--- src/logic/rcd_consts.svh ---
// Purpose: offsets, field positions, reset values and timing counts of the dram controller
// Assumes: host clock of 125 MHz
// Notes:   included by the controller modules only
`ifndef RCD_CONSTS_SVH
`define RCD_CONSTS_SVH
// configuration space offsets
`define RCD_OFF_MEMCTL  8'h57
`define RCD_OFF_TIMING  8'h58
`define RCD_OFF_STATUS  8'h59
`define RCD_OFF_BND0    8'h60
`define RCD_OFF_ROWTYPE 8'h68
`define RCD_OFF_SYSTEM_MGMT_MEMORY   8'h72
// field positions and reset value
`define RCD_MC_EDO_DETECT_ENABLE     2
`define RCD_MC_RATE_LSB 3
`define RCD_SM_EN       3
`define RCD_RST_CFG     8'h00
// cycle figures; leadoffs counted from address strobe to ready, rates between readies
`define RCD_LEAD_HIT    4'h7
`define RCD_LEAD_ROWMIS 4'h9
`define RCD_LEAD_PGMISS 4'hc
`define RCD_LEAD_BB     4'h3
`define RCD_LEAD_WR     4'h3
`define RCD_RATE_EDO    4'h2
`define RCD_RATE_STD    4'h3
`define RCD_RATE_WR     4'h1
`define RCD_RETIRE      4'h3
`define RCD_REF_RAS     4'h4
`define RCD_BURST_LAST  2'h3
`define RCD_WR_QWORDS   3'h4
// refresh interval: time in ns, cycles rounded down
`define RCD_CLK_NS      8
`define RCD_REF_NS      15600
`define RCD_REF_CYC     (`RCD_REF_NS / `RCD_CLK_NS)
// a and b segments, address bits 26:17
`define RCD_AB_SEG      10'h005
`endif

--- src/logic/rcd_pkg.sv ---
// Purpose: types shared by the dram controller modules
// Assumes: five dram rows
// Notes:   numeric constants live in rcd_consts.svh
package rcd_pkg;
    localparam int RCD_ROWS = 5;

    // gray codes along idle, busy, retire; refresh off the main path
    typedef enum logic [1:0] {
        ST_IDLE = 2'b00,
        ST_BUSY = 2'b01,
        ST_WRET = 2'b11,
        ST_REFR = 2'b10
    } rcd_state_t;

    typedef struct packed {
        rcd_state_t             st;
        logic [3:0]             cnt;
        logic [3:0]             rate;
        logic [1:0]             beat;
        logic [2:0]             wr;
        logic                   wr_q;
        logic                   edo;
        logic                   b2b;
        logic                   pend;
        logic                   pend_wr;
        logic [26:3]            pend_addr;
        logic                   open_v;
        logic [2:0]             open_row;
        logic [26:12]           open_page;
        logic [11:0]            col_a;
        logic [RCD_ROWS-1:0]    ras;
        logic [7:0]             cas;
        logic [11:0]            ma;
        logic [7:0]             memctl;
        logic [7:0]             rowtype;
        logic [7:0]             tmg;
        logic [RCD_ROWS*8-1:0]  bnd;
        logic [7:0]             smctl;
        logic [7:0]             rdata;
        logic                   deny;
    } rcd_regs_t;
endpackage

--- src/logic/rcd_addr_dec.sv ---
// Purpose: row, system_mgmt_memory and multiplexed address decode for one address
// Assumes: row boundaries in 4 Mbyte units, ascending
// Notes:   purely combinational
`timescale 1ns/1ns
`include "rcd_consts.svh"
module rcd_addr_dec
    import rcd_pkg::*;
#(
    parameter int ROWS = RCD_ROWS
)
(
    // address under decode
    input  wire logic [26:3]        addr_i,
    // configuration
    input  wire logic [ROWS*8-1:0]  bnd_i,
    input  wire logic               system_mgmt_memory_en_i,
    // results
    output logic                    hit_o,
    output logic [2:0]              row_o,
    output logic                    system_mgmt_memory_o,
    output logic [ROWS-1:0]         pop_o,
    output logic [11:0]             row_addr_o,
    output logic [11:0]             col_addr_o
);
    if (ROWS < 1 || ROWS > 7)
        $error("rcd_addr_dec: ROWS must be 1 to 7");

    // lowest row whose boundary lies above the address; bit 3 set means none
    function automatic logic [3:0] find_row(input logic [7:0] unit,
                                            input logic [ROWS*8-1:0] b);
        find_row = 4'h8;
        for (int i = ROWS - 1; i >= 0; i--)
            if (unit < b[i*8 +: 8])
                find_row = {1'b0, 3'(i)};
    endfunction

    logic [3:0] fr;
    logic       ab;

    // system_mgmt_memory reserves a and b segments, else they fall outside dram
    always_comb
    begin
        fr      = find_row({3'h0, addr_i[26:22]}, bnd_i);
        ab      = (addr_i[26:17] == `RCD_AB_SEG);
        system_mgmt_memory_o = ab && system_mgmt_memory_en_i;
        hit_o   = !fr[3] && (!ab || system_mgmt_memory_en_i);
        row_o   = fr[2:0];
    end

    // row phase then 4 kbyte page offset on the low nine lines
    assign row_addr_o = {addr_i[24:23], addr_i[21:12]};
    assign col_addr_o = {1'b0, addr_i[24], addr_i[22], addr_i[11:3]};

    // a row is populated when its boundary moves past the one below
    for (genvar i = 0; i < ROWS; i++)
    begin : g_pop
        if (i == 0)
        begin : g_first
            assign pop_o[i] = (bnd_i[7:0] != 8'h00);
        end
        else
        begin : g_rest
            assign pop_o[i] = (bnd_i[i*8 +: 8] != bnd_i[(i-1)*8 +: 8]);
        end
    end
endmodule

--- src/logic/rcd_refq.sv ---
// Purpose: refresh request timer and four-entry request queue
// Assumes: same clock as the controller
// Notes:   a request made while full is dropped, the queue saturates
`timescale 1ns/1ns
`include "rcd_consts.svh"
module rcd_refq
    import rcd_pkg::*;
#(
    parameter int DEPTH = 4
)
(
    // clock and reset
    input  wire logic       clk_i,
    input  wire logic       nrst_i,
    input  wire logic       ce_i,
    // control
    input  wire logic [1:0] rate_sel_i,
    input  wire logic       pop_i,
    // queue state
    output logic            empty_o,
    output logic            full_o,
    output logic [2:0]      level_o
);
    if (DEPTH < 1 || DEPTH > 7)
        $error("rcd_refq: DEPTH must be 1 to 7");

    localparam logic [12:0] BASE = 13'(`RCD_REF_CYC);

    logic [12:0] tmr_r;
    logic [12:0] limit;
    logic [2:0]  lvl_r;
    logic        tick;

    // 00 nominal, 01 twice as often, 10 half as often, 11 off
    always_comb
    begin
        unique case (rate_sel_i)
            2'h0:    limit = BASE;
            2'h1:    limit = BASE >> 1;
            2'h2:    limit = BASE << 1;
            default: limit = 13'h0000;
        endcase
        tick = (limit != 13'h0000) && (tmr_r >= limit - 13'h0001);
    end

    // timer and queue level, push and pop in one cycle cancel
    always_ff @(posedge clk_i)
    begin
        if (!nrst_i)
        begin
            tmr_r <= 13'h0000;
            lvl_r <= 3'h0;
        end
        else if (ce_i)
        begin
            tmr_r <= tick ? 13'h0000 : tmr_r + 13'h0001;
            if (tick && !pop_i && lvl_r != 3'(DEPTH))
                lvl_r <= lvl_r + 3'h1;
            else if (pop_i && !tick && lvl_r != 3'h0)
                lvl_r <= lvl_r - 3'h1;
        end
    end

    assign empty_o = (lvl_r == 3'h0);
    assign full_o  = (lvl_r == 3'(DEPTH));
    assign level_o = lvl_r;
endmodule

--- src/logic/rcd_ctrl.sv ---
// Purpose: dram cycle engine, row typing, refresh arbitration and system_mgmt_memory guard
// Assumes: cpu strobes on the host clock; ce_i high for assertions to hold
// Notes:   configuration through the documented config write/read port
// Behaviour
// - page-mode read rows keep all column strobes low until data sampled.
// - edo rows may release column strobes before the sample point.
// - detection enable bit applies a special read timing for typing rows.
// - pipelined edo back-to-back page-hit reads run 7-2-2-2-3-2-2-2.
// - pipelined page-mode back-to-back page-hit reads run 7-3-3-3-3-3-3-3.
// - page miss reads take 12 to first data, then 3 or 2.
// - open page in another row adds two clocks: 9-2-2-2 or 9-3-3-3.
// - posted writes accepted 3-1-1-1, retired every 3 clocks.
// - read and write rates selectable by the timing register.
// - controller generates refresh at programmed rate as row-strobe-only cycles.
// - refresh requests wait in a queue of at most four.
// - partly filled queue refreshes only when nothing else pends.
// - full queue makes refresh the highest priority, served next.
// - a refresh request leaves the queue when its service begins.
// - bank 0 always refreshed, other banks only when populated.
// - enabled system_mgmt_memory reserves A0000-BFFFF, otherwise normal map.
// - pci masters are denied system_mgmt_memory in the a and b segments.
// - 4 kbyte pages, page offset on the low nine address lines.
// - five row strobes and eight column strobes, all eight driven together.
`timescale 1ns/1ns
`include "rcd_consts.svh"
module rcd_ctrl
    import rcd_pkg::*;
#(
    parameter int RQ_DEPTH = 4
)
(
    // clock and reset
    input  wire logic               clk_i,
    input  wire logic               nrst_i,
    input  wire logic               ce_i,
    // configuration port
    input  wire logic               cfg_wr_i,
    input  wire logic               cfg_rd_i,
    input  wire logic [7:0]         cfg_addr_i,
    input  wire logic [7:0]         cfg_wdata_i,
    output logic [7:0]              cfg_rdata_o,
    // cpu side
    input  wire logic               cpu_addr_strobe_n_i,
    input  wire logic               cpu_write_i,
    input  wire logic [26:3]        cpu_addr_i,
    output logic                    cpu_burst_ready_n_o,
    // pci master side
    input  wire logic               pci_req_i,
    input  wire logic [26:3]        pci_addr_i,
    output logic                    pci_system_mgmt_memory_deny_o,
    // dram and data path
    output logic [RCD_ROWS-1:0]     ras_n_o,
    output logic [7:0]              cas_n_o,
    output logic [11:0]             mux_row_col_addr_o,
    output logic                    dp_sample_o
);
    rcd_regs_t q;
    rcd_regs_t n;

    logic                   req_v;
    logic                   req_wr;
    logic [26:3]            req_addr;
    logic                   ads_v;
    logic                   hit;
    logic [2:0]             row;
    logic [RCD_ROWS-1:0]    pop;
    logic [11:0]            row_a;
    logic [11:0]            col_a;
    logic                   pci_ab;
    logic                   rf_empty;
    logic                   rf_full;
    logic                   rf_pop;
    logic                   beat;
    logic                   start;
    logic                   pg_hit;
    logic [3:0]             lead;

    // row select as one-hot strobe pattern
    function automatic logic [RCD_ROWS-1:0] row_hot(input logic [2:0] r);
        row_hot = '0;
        row_hot[r] = 1'b1;
    endfunction

    // a pipelined strobe waits in pend; the cpu pipelines one deep only
    assign req_v    = q.pend || ads_v;
    assign req_wr   = q.pend ? q.pend_wr : cpu_write_i;
    assign req_addr = q.pend ? q.pend_addr : cpu_addr_i;
    assign ads_v    = !cpu_addr_strobe_n_i && hit;

    rcd_addr_dec #(.ROWS(RCD_ROWS)) u_cpu_dec (
        .addr_i     (req_addr),
        .bnd_i      (q.bnd),
        .system_mgmt_memory_en_i (q.smctl[`RCD_SM_EN]),
        .hit_o      (hit),
        .row_o      (row),
        .system_mgmt_memory_o    (),
        .pop_o      (pop),
        .row_addr_o (row_a),
        .col_addr_o (col_a)
    );

    rcd_addr_dec #(.ROWS(RCD_ROWS)) u_pci_dec (
        .addr_i     (pci_addr_i),
        .bnd_i      (q.bnd),
        .system_mgmt_memory_en_i (q.smctl[`RCD_SM_EN]),
        .hit_o      (),
        .row_o      (),
        .system_mgmt_memory_o    (pci_ab),
        .pop_o      (),
        .row_addr_o (),
        .col_addr_o ()
    );

    rcd_refq #(.DEPTH(RQ_DEPTH)) u_refq (
        .clk_i      (clk_i),
        .nrst_i     (nrst_i),
        .ce_i       (ce_i),
        .rate_sel_i (q.memctl[`RCD_MC_RATE_LSB +: 2]),
        .pop_i      (rf_pop),
        .empty_o    (rf_empty),
        .full_o     (rf_full),
        .level_o    ()
    );

    // leadoff by page state; timing register adds clocks on reads
    always_comb
    begin
        pg_hit = q.open_v && q.open_row == row && q.open_page == req_addr[26:12];
        if (req_wr)
            lead = `RCD_LEAD_WR;
        else if (pg_hit)
            lead = `RCD_LEAD_HIT + {2'h0, q.tmg[1:0]};
        else if (q.open_v && q.open_row == row)
            lead = `RCD_LEAD_PGMISS + {2'h0, q.tmg[1:0]};
        else
            lead = `RCD_LEAD_ROWMIS + {2'h0, q.tmg[1:0]};
    end

    assign beat = (q.st == ST_BUSY) && (q.cnt == 4'h0);

    // next-state of the whole controller
    always_comb
    begin
        n      = q;
        start  = 1'b0;
        rf_pop = 1'b0;
        n.deny = pci_req_i && pci_ab;
        if (cfg_wr_i)
        begin
            unique case (cfg_addr_i)
                `RCD_OFF_MEMCTL:  n.memctl  = cfg_wdata_i;
                `RCD_OFF_TIMING:  n.tmg     = cfg_wdata_i;
                `RCD_OFF_ROWTYPE: n.rowtype = cfg_wdata_i;
                `RCD_OFF_SYSTEM_MGMT_MEMORY:   n.smctl   = cfg_wdata_i;
                default:
                    for (int i = 0; i < RCD_ROWS; i++)
                        if (cfg_addr_i == `RCD_OFF_BND0 + 8'(i))
                            n.bnd[i*8 +: 8] = cfg_wdata_i;
            endcase
        end
        if (cfg_rd_i)
        begin
            unique case (cfg_addr_i)
                `RCD_OFF_MEMCTL:  n.rdata = q.memctl;
                `RCD_OFF_TIMING:  n.rdata = q.tmg;
                `RCD_OFF_ROWTYPE: n.rdata = q.rowtype;
                `RCD_OFF_SYSTEM_MGMT_MEMORY:   n.rdata = q.smctl;
                `RCD_OFF_STATUS:  n.rdata = {1'b0, q.open_v, q.st, rf_full, q.wr}; // top bit spare
                default:
                begin
                    n.rdata = 8'h00;
                    for (int i = 0; i < RCD_ROWS; i++)
                        if (cfg_addr_i == `RCD_OFF_BND0 + 8'(i))
                            n.rdata = q.bnd[i*8 +: 8];
                end
            endcase
        end
        unique case (q.st)
            ST_IDLE:
            begin
                if (rf_full || (!rf_empty && !req_v && !pci_req_i))
                begin
                    n.st     = ST_REFR;
                    n.cnt    = `RCD_REF_RAS - 4'h1;
                    n.open_v = 1'b0;
                    n.b2b    = 1'b0;
                    rf_pop   = 1'b1;
                end
                else if (req_v)
                begin
                    start       = 1'b1;
                    n.st        = ST_BUSY;
                    n.pend      = 1'b0;
                    n.wr_q      = req_wr;
                    n.beat      = 2'h0;
                    n.b2b       = 1'b0;
                    n.open_v    = 1'b1;
                    n.open_row  = row;
                    n.open_page = req_addr[26:12];
                    n.col_a     = col_a;
                    // detection forces edo strobing on every row
                    n.edo = q.rowtype[row] || q.memctl[`RCD_MC_EDO_DETECT_ENABLE];
                    n.cnt = (q.b2b && !req_wr) ? `RCD_LEAD_BB - 4'h2 : lead - 4'h1;
                    if (req_wr)
                        n.rate = `RCD_RATE_WR;
                    else
                        n.rate = (n.edo ? `RCD_RATE_EDO : `RCD_RATE_STD)
                                 + {3'h0, q.tmg[2]};
                end
            end
            ST_BUSY:
            begin
                if (q.cnt != 4'h0)
                    n.cnt = q.cnt - 4'h1;
                else if (q.beat != `RCD_BURST_LAST)
                begin
                    n.beat = q.beat + 2'h1;
                    n.cnt  = q.rate - 4'h1;
                end
                else if (q.wr_q)
                begin
                    n.st   = ST_WRET;
                    n.wr   = `RCD_WR_QWORDS;
                    n.beat = 2'h0;
                    n.cnt  = `RCD_RETIRE - 4'h1 + {3'h0, q.tmg[3]};
                end
                else
                begin
                    n.st  = ST_IDLE;
                    n.b2b = req_v && !req_wr && pg_hit;
                end
            end
            ST_WRET:
            begin
                if (q.cnt != 4'h0)
                    n.cnt = q.cnt - 4'h1;
                else if (q.wr == 3'h1)
                begin
                    n.st = ST_IDLE;
                    n.wr = 3'h0;
                end
                else
                begin
                    n.wr   = q.wr - 3'h1;
                    n.beat = q.beat + 2'h1;
                    n.cnt  = `RCD_RETIRE - 4'h1 + {3'h0, q.tmg[3]};
                end
            end
            ST_REFR:
            begin
                if (q.cnt == 4'h0)
                    n.st = ST_IDLE;
                else
                    n.cnt = q.cnt - 4'h1;
            end
        endcase
        // a strobe not started this cycle is held for later
        if (ads_v && !start)
        begin
            n.pend      = 1'b1;
            n.pend_wr   = cpu_write_i;
            n.pend_addr = cpu_addr_i;
        end
        // refresh strobes bank 0 and populated banks only, no column strobe;
        // its first cycle precharges all rows so an open row sees a fresh fall
        if (n.st == ST_REFR && n.cnt != `RCD_REF_RAS - 4'h1)
            n.ras = ~(pop | RCD_ROWS'(1));
        else
            n.ras = n.open_v ? ~row_hot(n.open_row) : '1;
        // page-mode reads hold column strobe through the sample cycle
        if (n.st == ST_BUSY && !n.wr_q)
            n.cas = (n.cnt == 4'h1 || (n.cnt == 4'h0 && !n.edo)) ? 8'h00 : 8'hff;
        else if (n.st == ST_WRET)
            n.cas = (n.cnt == 4'h0) ? 8'h00 : 8'hff;
        else
            n.cas = 8'hff;
        n.ma = start ? row_a : {n.col_a[11:2], n.col_a[1:0] + n.beat};
    end

    // single state register, frozen while ce_i is low
    always_ff @(posedge clk_i)
    begin
        if (!nrst_i)
        begin
            q         <= '0;
            q.st      <= ST_IDLE;
            q.ras     <= '1;
            q.cas     <= 8'hff;
            q.memctl  <= `RCD_RST_CFG;
            q.rowtype <= `RCD_RST_CFG;
            q.tmg     <= `RCD_RST_CFG;
            q.smctl   <= `RCD_RST_CFG;
        end
        else if (ce_i)
            q <= n;
    end

    assign cpu_burst_ready_n_o = !beat;
    assign dp_sample_o         = beat && !q.wr_q;
    assign cfg_rdata_o         = q.rdata;
    assign pci_system_mgmt_memory_deny_o    = q.deny;
    assign ras_n_o             = q.ras;
    assign cas_n_o             = q.cas;
    assign mux_row_col_addr_o  = q.ma;
endmodule

--- config.mk ---
export PLATFORM = sky130hd
export DESIGN_NAME = rcd_ctrl
export DESIGN_NICKNAME = d
export VERILOG_FILES = /design/src/logic/rcd_pkg.sv /design/src/logic/rcd_addr_dec.sv /design/src/logic/rcd_refq.sv /design/src/logic/rcd_ctrl.sv
export VERILOG_INCLUDE_DIRS = /design/src /design/src/logic
export SDC_FILE = /design/constraint.sdc
export NUM_CORES = 1
export LEC_CHECK = 0
export ABC_AREA = 1
export BUFFER_PORTS_ARGS = -buffer_cell sky130_fd_sc_hd__clkbuf_2
export CAP_MARGIN = 20
export CORE_UTILIZATION = 25
export DETAILED_ROUTE_END_ITERATION = 8
export PLACE_DENSITY_LB_ADDON = 0.25
export SETUP_SLACK_MARGIN = 0.02
export SLEW_MARGIN = 20
export SYNTH_ARGS = -nofsm -noshare
export SYNTH_HDL_FRONTEND = slang
export SYNTH_HIERARCHICAL = 1
export SYNTH_SLANG_ARGS = --single-unit
--- constraint.sdc ---
create_clock -name clk_i -period 5.5 [get_ports clk_i]
set_input_delay 0.275 -clock clk_i [delete_from_list [all_inputs] [get_ports clk_i]]
set_output_delay 0.275 -clock clk_i [all_outputs]
set_load 0.005 [all_outputs]
* Word-level counts from Yosys, hierarchy flattened
Cells that the tools add are included.
** Word-level totals
- Flip-flop bits (word level) :: 196
- Input port bits :: 72
- Output and inout bits :: 36
- Logic and storage cells :: 249
** Cells by class
- Add/subtract/negate cells :: 15
- Magnitude comparators :: 9
- Equality and inequality tests :: 39
- Multiplexer cells :: 79
- Bitwise operators :: 4
- Reductions and logical operators :: 72
** Operators with widths (number)
- == test 8 x 7 -> 1 bit (second input constant) :: 10
- two-way mux 8 bit :: 9
- two-way mux 4 bit :: 16
- two-way mux 31 bit :: 2
- less-than comparator 5 x 8 -> 1 bit :: 5
- one-hot mux 8 bit (5 select lines) :: 1
- one-hot mux 12 bit (3 select lines) :: 1
- inequality test 8 bit :: 4
- two-way mux 30 bit :: 1
- AND reduction 4 bit :: 7
- two-way mux 26 bit :: 1
- two-way mux 5 bit :: 5
- two-way mux 12 bit :: 2
- two-way mux 24 bit :: 1
- one-hot mux 6 bit (4 select lines) :: 1
- logical AND 1 bit :: 23
- two-way mux 2 bit :: 11
- == test 10 x 3 -> 1 bit (second input constant) :: 2
- two-way mux 1 bit :: 16
- == test 15 bit :: 1
- two-way mux 3 bit :: 5
- logical NOT 1 bit :: 14
- adder 13 x 1 -> 13 bit (second input constant) :: 1
- greater-or-equal comparator 13 bit :: 1
- other kinds (45) :: 78

* Longest topological paths before layout
Gate-level depths: netlist (run 1).
- Depth after elaboration :: 24
- Depth in mapped cells :: 41
- Mapped depth without buffers :: 40

* Hierarchy
The synthesis (run 1) kept the hierarchy.
** By module, submodules not included
- rcd_ctrl :: instances 1, cells each 1289, area an instance 8917.3 um^2, seq. area each 3463.3 um^2
- rcd_addr_dec :: instances 2, cells each 203, area an instance 1292.5 um^2, seq. area each 0.0 um^2
- rcd_refq :: instances 1, cells each 169, area an instance 1208.7 um^2, seq. area each 320.3 um^2

* Least setup slack after synthesis (run 1)
Ideal clock, no wire load.
- Path kind :: reg-to-reg
- From :: reg q[162] (netlist bit)
- To :: reg q (netlist bit ras_n_o[1])
- Setup time :: 115 ps
- Arrival :: 3746 ps
- Data required time :: 5385 ps
- Path slack :: 1639 ps
- Cell stages (with the launch flop) :: 36
- Path buffers :: 2
- Period minus slack after synthesis :: 3861 ps
- Cell sequence :: dfxtp_1 -> buf_6 -> inv_8 -> buf_12 -> nand2_4 -> nand2_4 -> ha_1 -> nand2_1 -> o21a_1 -> o21ai_2 -> nand2_1 -> nor2_1 -> inv_1 -> nand2_1 -> nand2_1 -> nor2_1 -> nand2_1 -> nor2_4 -> nand2_2 -> nor2_4 -> nand2_2 -> nand3_1 -> nand2_1 -> nand2_1 -> inv_1 -> ha_1 -> o31ai_1 -> nand2_1 -> nand3_1 -> inv_1 -> a21oi_4 -> nand3_4 -> nand2_4 -> nand2_1 -> nand3_1 -> nand2_1
** On the way
- Elaborated cells between the ends (all ways) :: 52
- Those cells by class :: add/sub (1); order compare (7); eq/ne (5); mux (22); bitwise (1); reduce/logical (16)
** RTL lines
- from (decl) :: line rcd_ctrl.sv:57 : rcd_regs_t q;
- from (signal assigned) :: line rcd_ctrl.sv:295 : q <= n;
- two-way mux 24 bit (*) :: line rcd_ctrl.sv:87 : assign req_addr = q.pend ? q.pend_addr : cpu_addr_i;
- named net req_addr (one bit) :: line rcd_ctrl.sv:62 : logic [26:3] req_addr;
- less-than comparator 5 x 8 -> 1 bit :: line rcd_addr_dec.sv:33 : if (unit < b[i*8 +: 8])
- two-way mux 4 bit (3 in a row) :: line rcd_addr_dec.sv:33
- two-way mux 4 bit (*) :: line rcd_addr_dec.sv:33
- named net row[1] :: line rcd_ctrl.sv:65 : logic [2:0] row;
- == test 3 bit :: line rcd_ctrl.sv:128, rcd_ctrl.sv:133
- logical AND 1 bit :: line rcd_ctrl.sv:128, rcd_ctrl.sv:133
- (+3 left out)
- subtractor 4 x 1 -> 4 bit :: line rcd_ctrl.sv:203 : n.cnt = (q.b2b && !req_wr) ? `RCD_LEAD_BB - 4'h2 : lead - 4'h1;
- two-way mux 4 bit :: line rcd_ctrl.sv:203
- two-way mux 12 bit :: line rcd_ctrl.sv:189 : else if (req_v)
- two-way mux 6 bit :: line rcd_ctrl.sv:181 : if (rf_full || (!rf_empty && !req_v && !pci_req_i))
- one-hot mux 6 bit (4 select lines) :: line rcd_ctrl.sv:178 : unique case (q.st)
- inequality test 4 x 2 -> 1 bit :: line rcd_ctrl.sv:266 : if (n.st == ST_REFR && n.cnt != `RCD_REF_RAS - 4'h1)
- logical AND 1 bit :: line rcd_ctrl.sv:266
- two-way mux 5 bit (*) :: line rcd_ctrl.sv:266
Mark *: on every way through the listed nets, which the timed path passes. The rest lies on a longest branch.
A chain may end at the register's enable or synchronous reset.

* Worst setup path after layout (run 1)
- From :: reg q[162] (netlist bit)
- To :: reg q (netlist bit ras_n_o[2])
Same word-level chain as after synthesis.

==> flow_summary.ini, run 1 <==
[worst_hold_path]
holdPathEnd = pci_system_mgmt_memory_deny_o
hp-start = pci_req_i
hp-class = primary input to flop
hold_depth = 3

[die]
die_w_um = 216
dieArea_mm2 = 0.0466
start_util_pct = 25.3
io_pins = 108
die_h_um = 216
fp-row-count = 78
fp.coreArea_mm2 = 0.0453

[run_status]
status = finished, violations left
violations = DRC

[clock_tree]
clock_sinks = 189
post_cts_resized = 0
cts.clk_slew.worst_paths_ns = 0.07
insertion_delay_ns = 0.45
cts-hold-fix-buffers = 0
htreeDepth = 4
cts_buffer_depth = 2
postCtsSetupBuffers = 0
cts_tree = built
cts_root_buf = clkbuf_16
cts_inserted_buffers = 17

[layout]
finalInstanceArea_mm2 = 0.0126
fin_util_pct = 27.9
area_growth_pct = 10.6
layout_commonest_cell = nand2_1
final_nets = 1783
drive_gt1_share_pct = 13.3
fill_cells = 5019
final_cell_mix = 280 x nand2_1, 229 x inv_1, 197 x a21oi_1

[power_and_ir_drop]
power_density_mw_per_mm2 = 269
p_leak_nw = 5.26
ir_worst_vdd_uv = 212
report.power.total_mw = 3.40

[timing]
worst_slack_ns = 0.618
setup_violations = 0
fmax_mhz = 205
final.period_utilization_pct = 88.8
period_needed_ns = 4.88
worstMarginPinSlew_ns = 0.994
timing.slew.headroom_pct = 33.4
slew_viol_final = 0
skew_ns = 0.00902
hold_violations = 0
timing.setup.tns_ns = 0
rsz0062_at_grt = no

[placement]
dpl.hpwl_mm = 24.8
placed_cell_area_mm2 = 0.0121
post-place-ws_ns = 0.583
place.gp.congestion = 0.855
port_buffers = 93

[global_routing]
grt_max_degree = 79
track_usage_pct = 14.6
grt_antenna_before_repair = 2
grt_pass1_wl_mm = 53.7
grt_pass1_vias = 9779
overflow = 0

[critical_path]
r2r_cells = 33
crit_path_end_kind = flop
crit_type = flop to flop
timing.rr.end = ras_n_o[2]
path_delay_family = simple AND/OR/NAND/NOR gates
crit_buf_inv = 4
cp-start-kind = flop
arrival_ns = 5.22
slowest_delay_ns = 0.73
critPathSlowestCell = dfxtp_1
r2r_setup_slack_ns = 0.62
crit_top_cell = nand2_1
worst-path-stages = 33
crit_fanout = 11
worstPathRequired_ns = 5.84
reg2reg_from = q[162]

[drt]
via_count = 10500
routed_wl_mm = 33.9
drt_pre_antenna_iters = 7
ant_nets = 0
drt_iter0_markers = 763
vias_per_cell = 4.60
avgRoutedWirePerCell_um = 14.9
post-route-drc-count = 2

[yosys]
syn_area_per_cell_um2 = 6.87
ys_warn_count = 6
synth_fp_nets = 1781
synth_area_mm2 = 0.0114
synthCells = 1666

[run]
maxCapViolCount = 0
worst max path at each step:
stage | startpoint | to | slack, ns
after floorplan | q[162] | ras_n_o[1] | 1.64
after global placement | q[162] | ras_n_o[4] | 0.66
final | q[162] | ras_n_o[2] | 0.62
after global routing | q[162] | ras_n_o[4] | 0.11
after detailed placement | q[162] | ras_n_o[4] | 0.58
after CTS | q[162] | ras_n_o[4] | 0.56
per-stage QoR:
| stage | std cells | hold slack [ns] |
|---|---|---|
| after detailed placement | 2249 | 0.438 |
| after global routing | 2280 | 0.136 |
| after CTS | 2279 | 0.113 |
| final | 2281 | 0.126 |
| after global placement | 2249 | 0.434 |
| after floorplan | 1666 | 0.396 |
metal layers:
| metal | track usage (%) | wire length, um | part of all wire, % |
|---|---|---|---|
| met1 | 19.9 | 16600 | 49 |
| met2 | 22.7 | 14900 | 44 |
| met3 | 2.90 | 1650 | 4.9 |
| met4 | 5.12 | 734 | 2.2 |
| met5 | 0 | 0 | 0 |
state kept, by name, indices dropped and copies added (netlist names):
signal                         count
q                                146
cas_n_o                            1
ras_n_o                            5
pci_system_mgmt_memory_deny_o      1
u_refq/level_o                     3
cfg_rdata_o                        8
mux_row_col_addr_o                12
u_refq/tmr_r                      13
area by class of cell:
cell class	instances	area (um2)	area share [%]
tap	600	751	5.93
timing repair buffer	106	578	4.57
inverter	245	930	7.35
clock buffer	18	429	3.39
clock inverter	12	160	1.27
sequential	189	3780	29.9
multi-input combinational	1109	6010	47.5
antenna	2	5.00	0.0396
worst min-delay path: stages:
cell and delay, ns:
clkbuf_2 0.11, a21oi_1 0.07, nor2_1 0.09
where the power goes:
part	switching, mW	internal (mW)	total [mW]
Combinational	0.414	0.211	0.624
Sequential	0.0434	1.44	1.48
Clock	0.582	0.718	1.30
Total	1.04	2.36	3.40
No activity file was read; power rests on OpenSTA's default activity.
==> inputs of run 2 (changes only) <==
Settings changed: CORE_ASPECT_RATIO set to 1.2, GPL_ROUTABILITY_DRIVEN set to 0, SKIP_CTS_REPAIR_TIMING set to 1.
==> run 2 against run 1 <==
Effect of this change:
- the run now ends clean
- sequential power is essentially flat
- register-to-register slack gained 0.12 ns
- critical path depth is the same
- fmax grew 2.4%
- sequential share of layout area is essentially flat
- combinational power grew 1%
- worst hold slack is essentially flat
- global-route usage grew 0.37 points
- total power shrank 2.5%
- final cell count grew 0.44%
- critical endpoint is now ras_n_o[4]
- largest power group unchanged
- highest routed layer unchanged
==> flow_summary.ini, run 2 (synthesis gave the netlist of run 1 again) <==
[run_status]
status = finished, final reports clean

[timing]
skew_ns = 0.0120
whs_ns = 0.127
final.period_utilization_pct = 86.7
timing.slew.headroom_pct = 33.8
hold_violations = 0
rsz0062_at_grt = no
period_needed_ns = 4.77
setup_violations = 0
worstMarginPinSlew_ns = 0.988
fmax_mhz = 210
slew_viol_final = 0
timing.setup.tns_ns = 0

[clock_tree]
cts_inserted_buffers = 17
htreeDepth = 4
insertion_delay_ns = 0.45
cts_buffer_depth = 2
cts_root_buf = clkbuf_16
cts.clk_slew.worst_paths_ns = 0.07
clock_sinks = 189
cts_tree = built

[placement]
dpl.hpwl_mm = 24.9
port_buffers = 93

[die]
die_h_um = 236
io_pins = 108
start_util_pct = 25.4
dieArea_mm2 = 0.0466
fp.coreArea_mm2 = 0.0450
die_w_um = 197
fp-row-count = 85

[drt]
avgRoutedWirePerCell_um = 14.9
via_count = 10500
vias_per_cell = 4.59
routed_wl_mm = 34.1
post-route-drc-count = 0
ant_nets = 0
drt_pre_antenna_iters = 6
drt_iter0_markers = 590

[power_and_ir_drop]
intPower_mw = 2.29
switching_power_mw = 1.03
ir_worst_vdd_uv = 185
p_sw_share_pct = 31.0
seqPwrFrac_pct = 44.6
p_comb_share_pct = 19.1
power_density_mw_per_mm2 = 263
p_clk_share_pct = 36.4
p_leak_nw = 5.24

[critical_path]
crit_fanout = 18
crit_buf_inv = 4
cp-start-kind = flop
critPathSlowestCell = dfxtp_1
crit_type = flop to flop
slowest_delay_ns = 0.43
crit_top_cell = nand2_1
worstPathRequired_ns = 5.84
crit_path_end_kind = flop
path_delay_family = simple AND/OR/NAND/NOR gates
arrival_ns = 5.11

[layout]
drive_gt1_share_pct = 13.4
area_growth_pct = 10.5
fill_cells = 4971
final_nets = 1784
layout_commonest_cell = nand2_1
regMostFlops = q
final_cell_mix = 280 x nand2_1, 229 x inv_1, 197 x a21oi_1
largest_register_ffs = 146
n_antenna_cell = 0

[global_routing]
track_usage_pct = 15.0
grt_pass1_vias = 9920
grt_pass1_wl_mm = 54.3
grt_antenna_before_repair = 0
overflow = 0
grt_max_degree = 82

[worst_hold_path]
hp-class = primary input to flop

[run]
maxCapViolCount = 0
==> run 2: path summary, 6_finish.rpt <==
check / end / slack, ns / startpoint / depth (start not counted)
setup / recovery: ras_n_o[4] / 0.73 / q[162] / 33
hold / removal: q[143] / 0.13 / cpu_addr_i[9] / 3
setup reg to reg: ras_n_o[4] / 0.73 / q[162] / 33
hold reg to reg: q[156] / 0.45 / q[156] / 2
==> run 2: layout make-up <==
cell class	instances	area [um2]	area share, %
flip-flops and latches	189	3780	29.9
multi-input cells	1109	6010	47.6
well taps	609	762	6.03
repair buffers	107	586	4.64
clock inverters	8	57.6	0.456
clock buffers	24	502	3.97
inverters	245	930	7.36
==> run 2: power by group through the flow <==
| stage | Clock (mW) | Combinational, mW | Sequential [mW] |
|---|---|---|---|
| global route | 1.29 | 0.724 | 1.49 |
| CTS | 1.25 | 0.639 | 1.48 |
| floorplan | 0 | 0.494 | 1.49 |
| detailed placement | 0 | 0.636 | 1.51 |
| global placement | 0 | 0.627 | 1.51 |
| finish | 1.21 | 0.632 | 1.48 |
==> run 2: metrics by stage <==
stage	std cells	setup WS, ns	utilization (%)	instance area [um2]	total power [mW]
floorplan	1666	1.64	-	11400	1.99
global placement	2259	0.790	26.8	12100	2.14
detailed placement	2259	0.684	26.8	12100	2.15
CTS	2291	0.648	28.1	12600	3.37
global route	2291	0.102	28.1	12600	3.50
finish	2291	0.734	28.1	12600	3.32
==> run 2: per-layer routing <==
metal  global-route usage (%)  wire length [um]  vias to the layer above
met3                     1.86              1350                       41
met5                        0                 0                        -
met1                     19.5             15700                     4847
met2                     24.9             16200                      235
met4                     6.15               933                        0
li1                         -                 -                     5390
==> run 2: worst register-to-register path: cells and delay by family, from the launching register on <==
kind | cells | cell delay, ns
buffers and inverters | 4 | 0.58
adders and majority gates | 2 | 0.49
DFF | 1 | 0.43
and+or+nand+nor | 23 | 2.35
AOI/OAI and AO/OA | 4 | 0.81
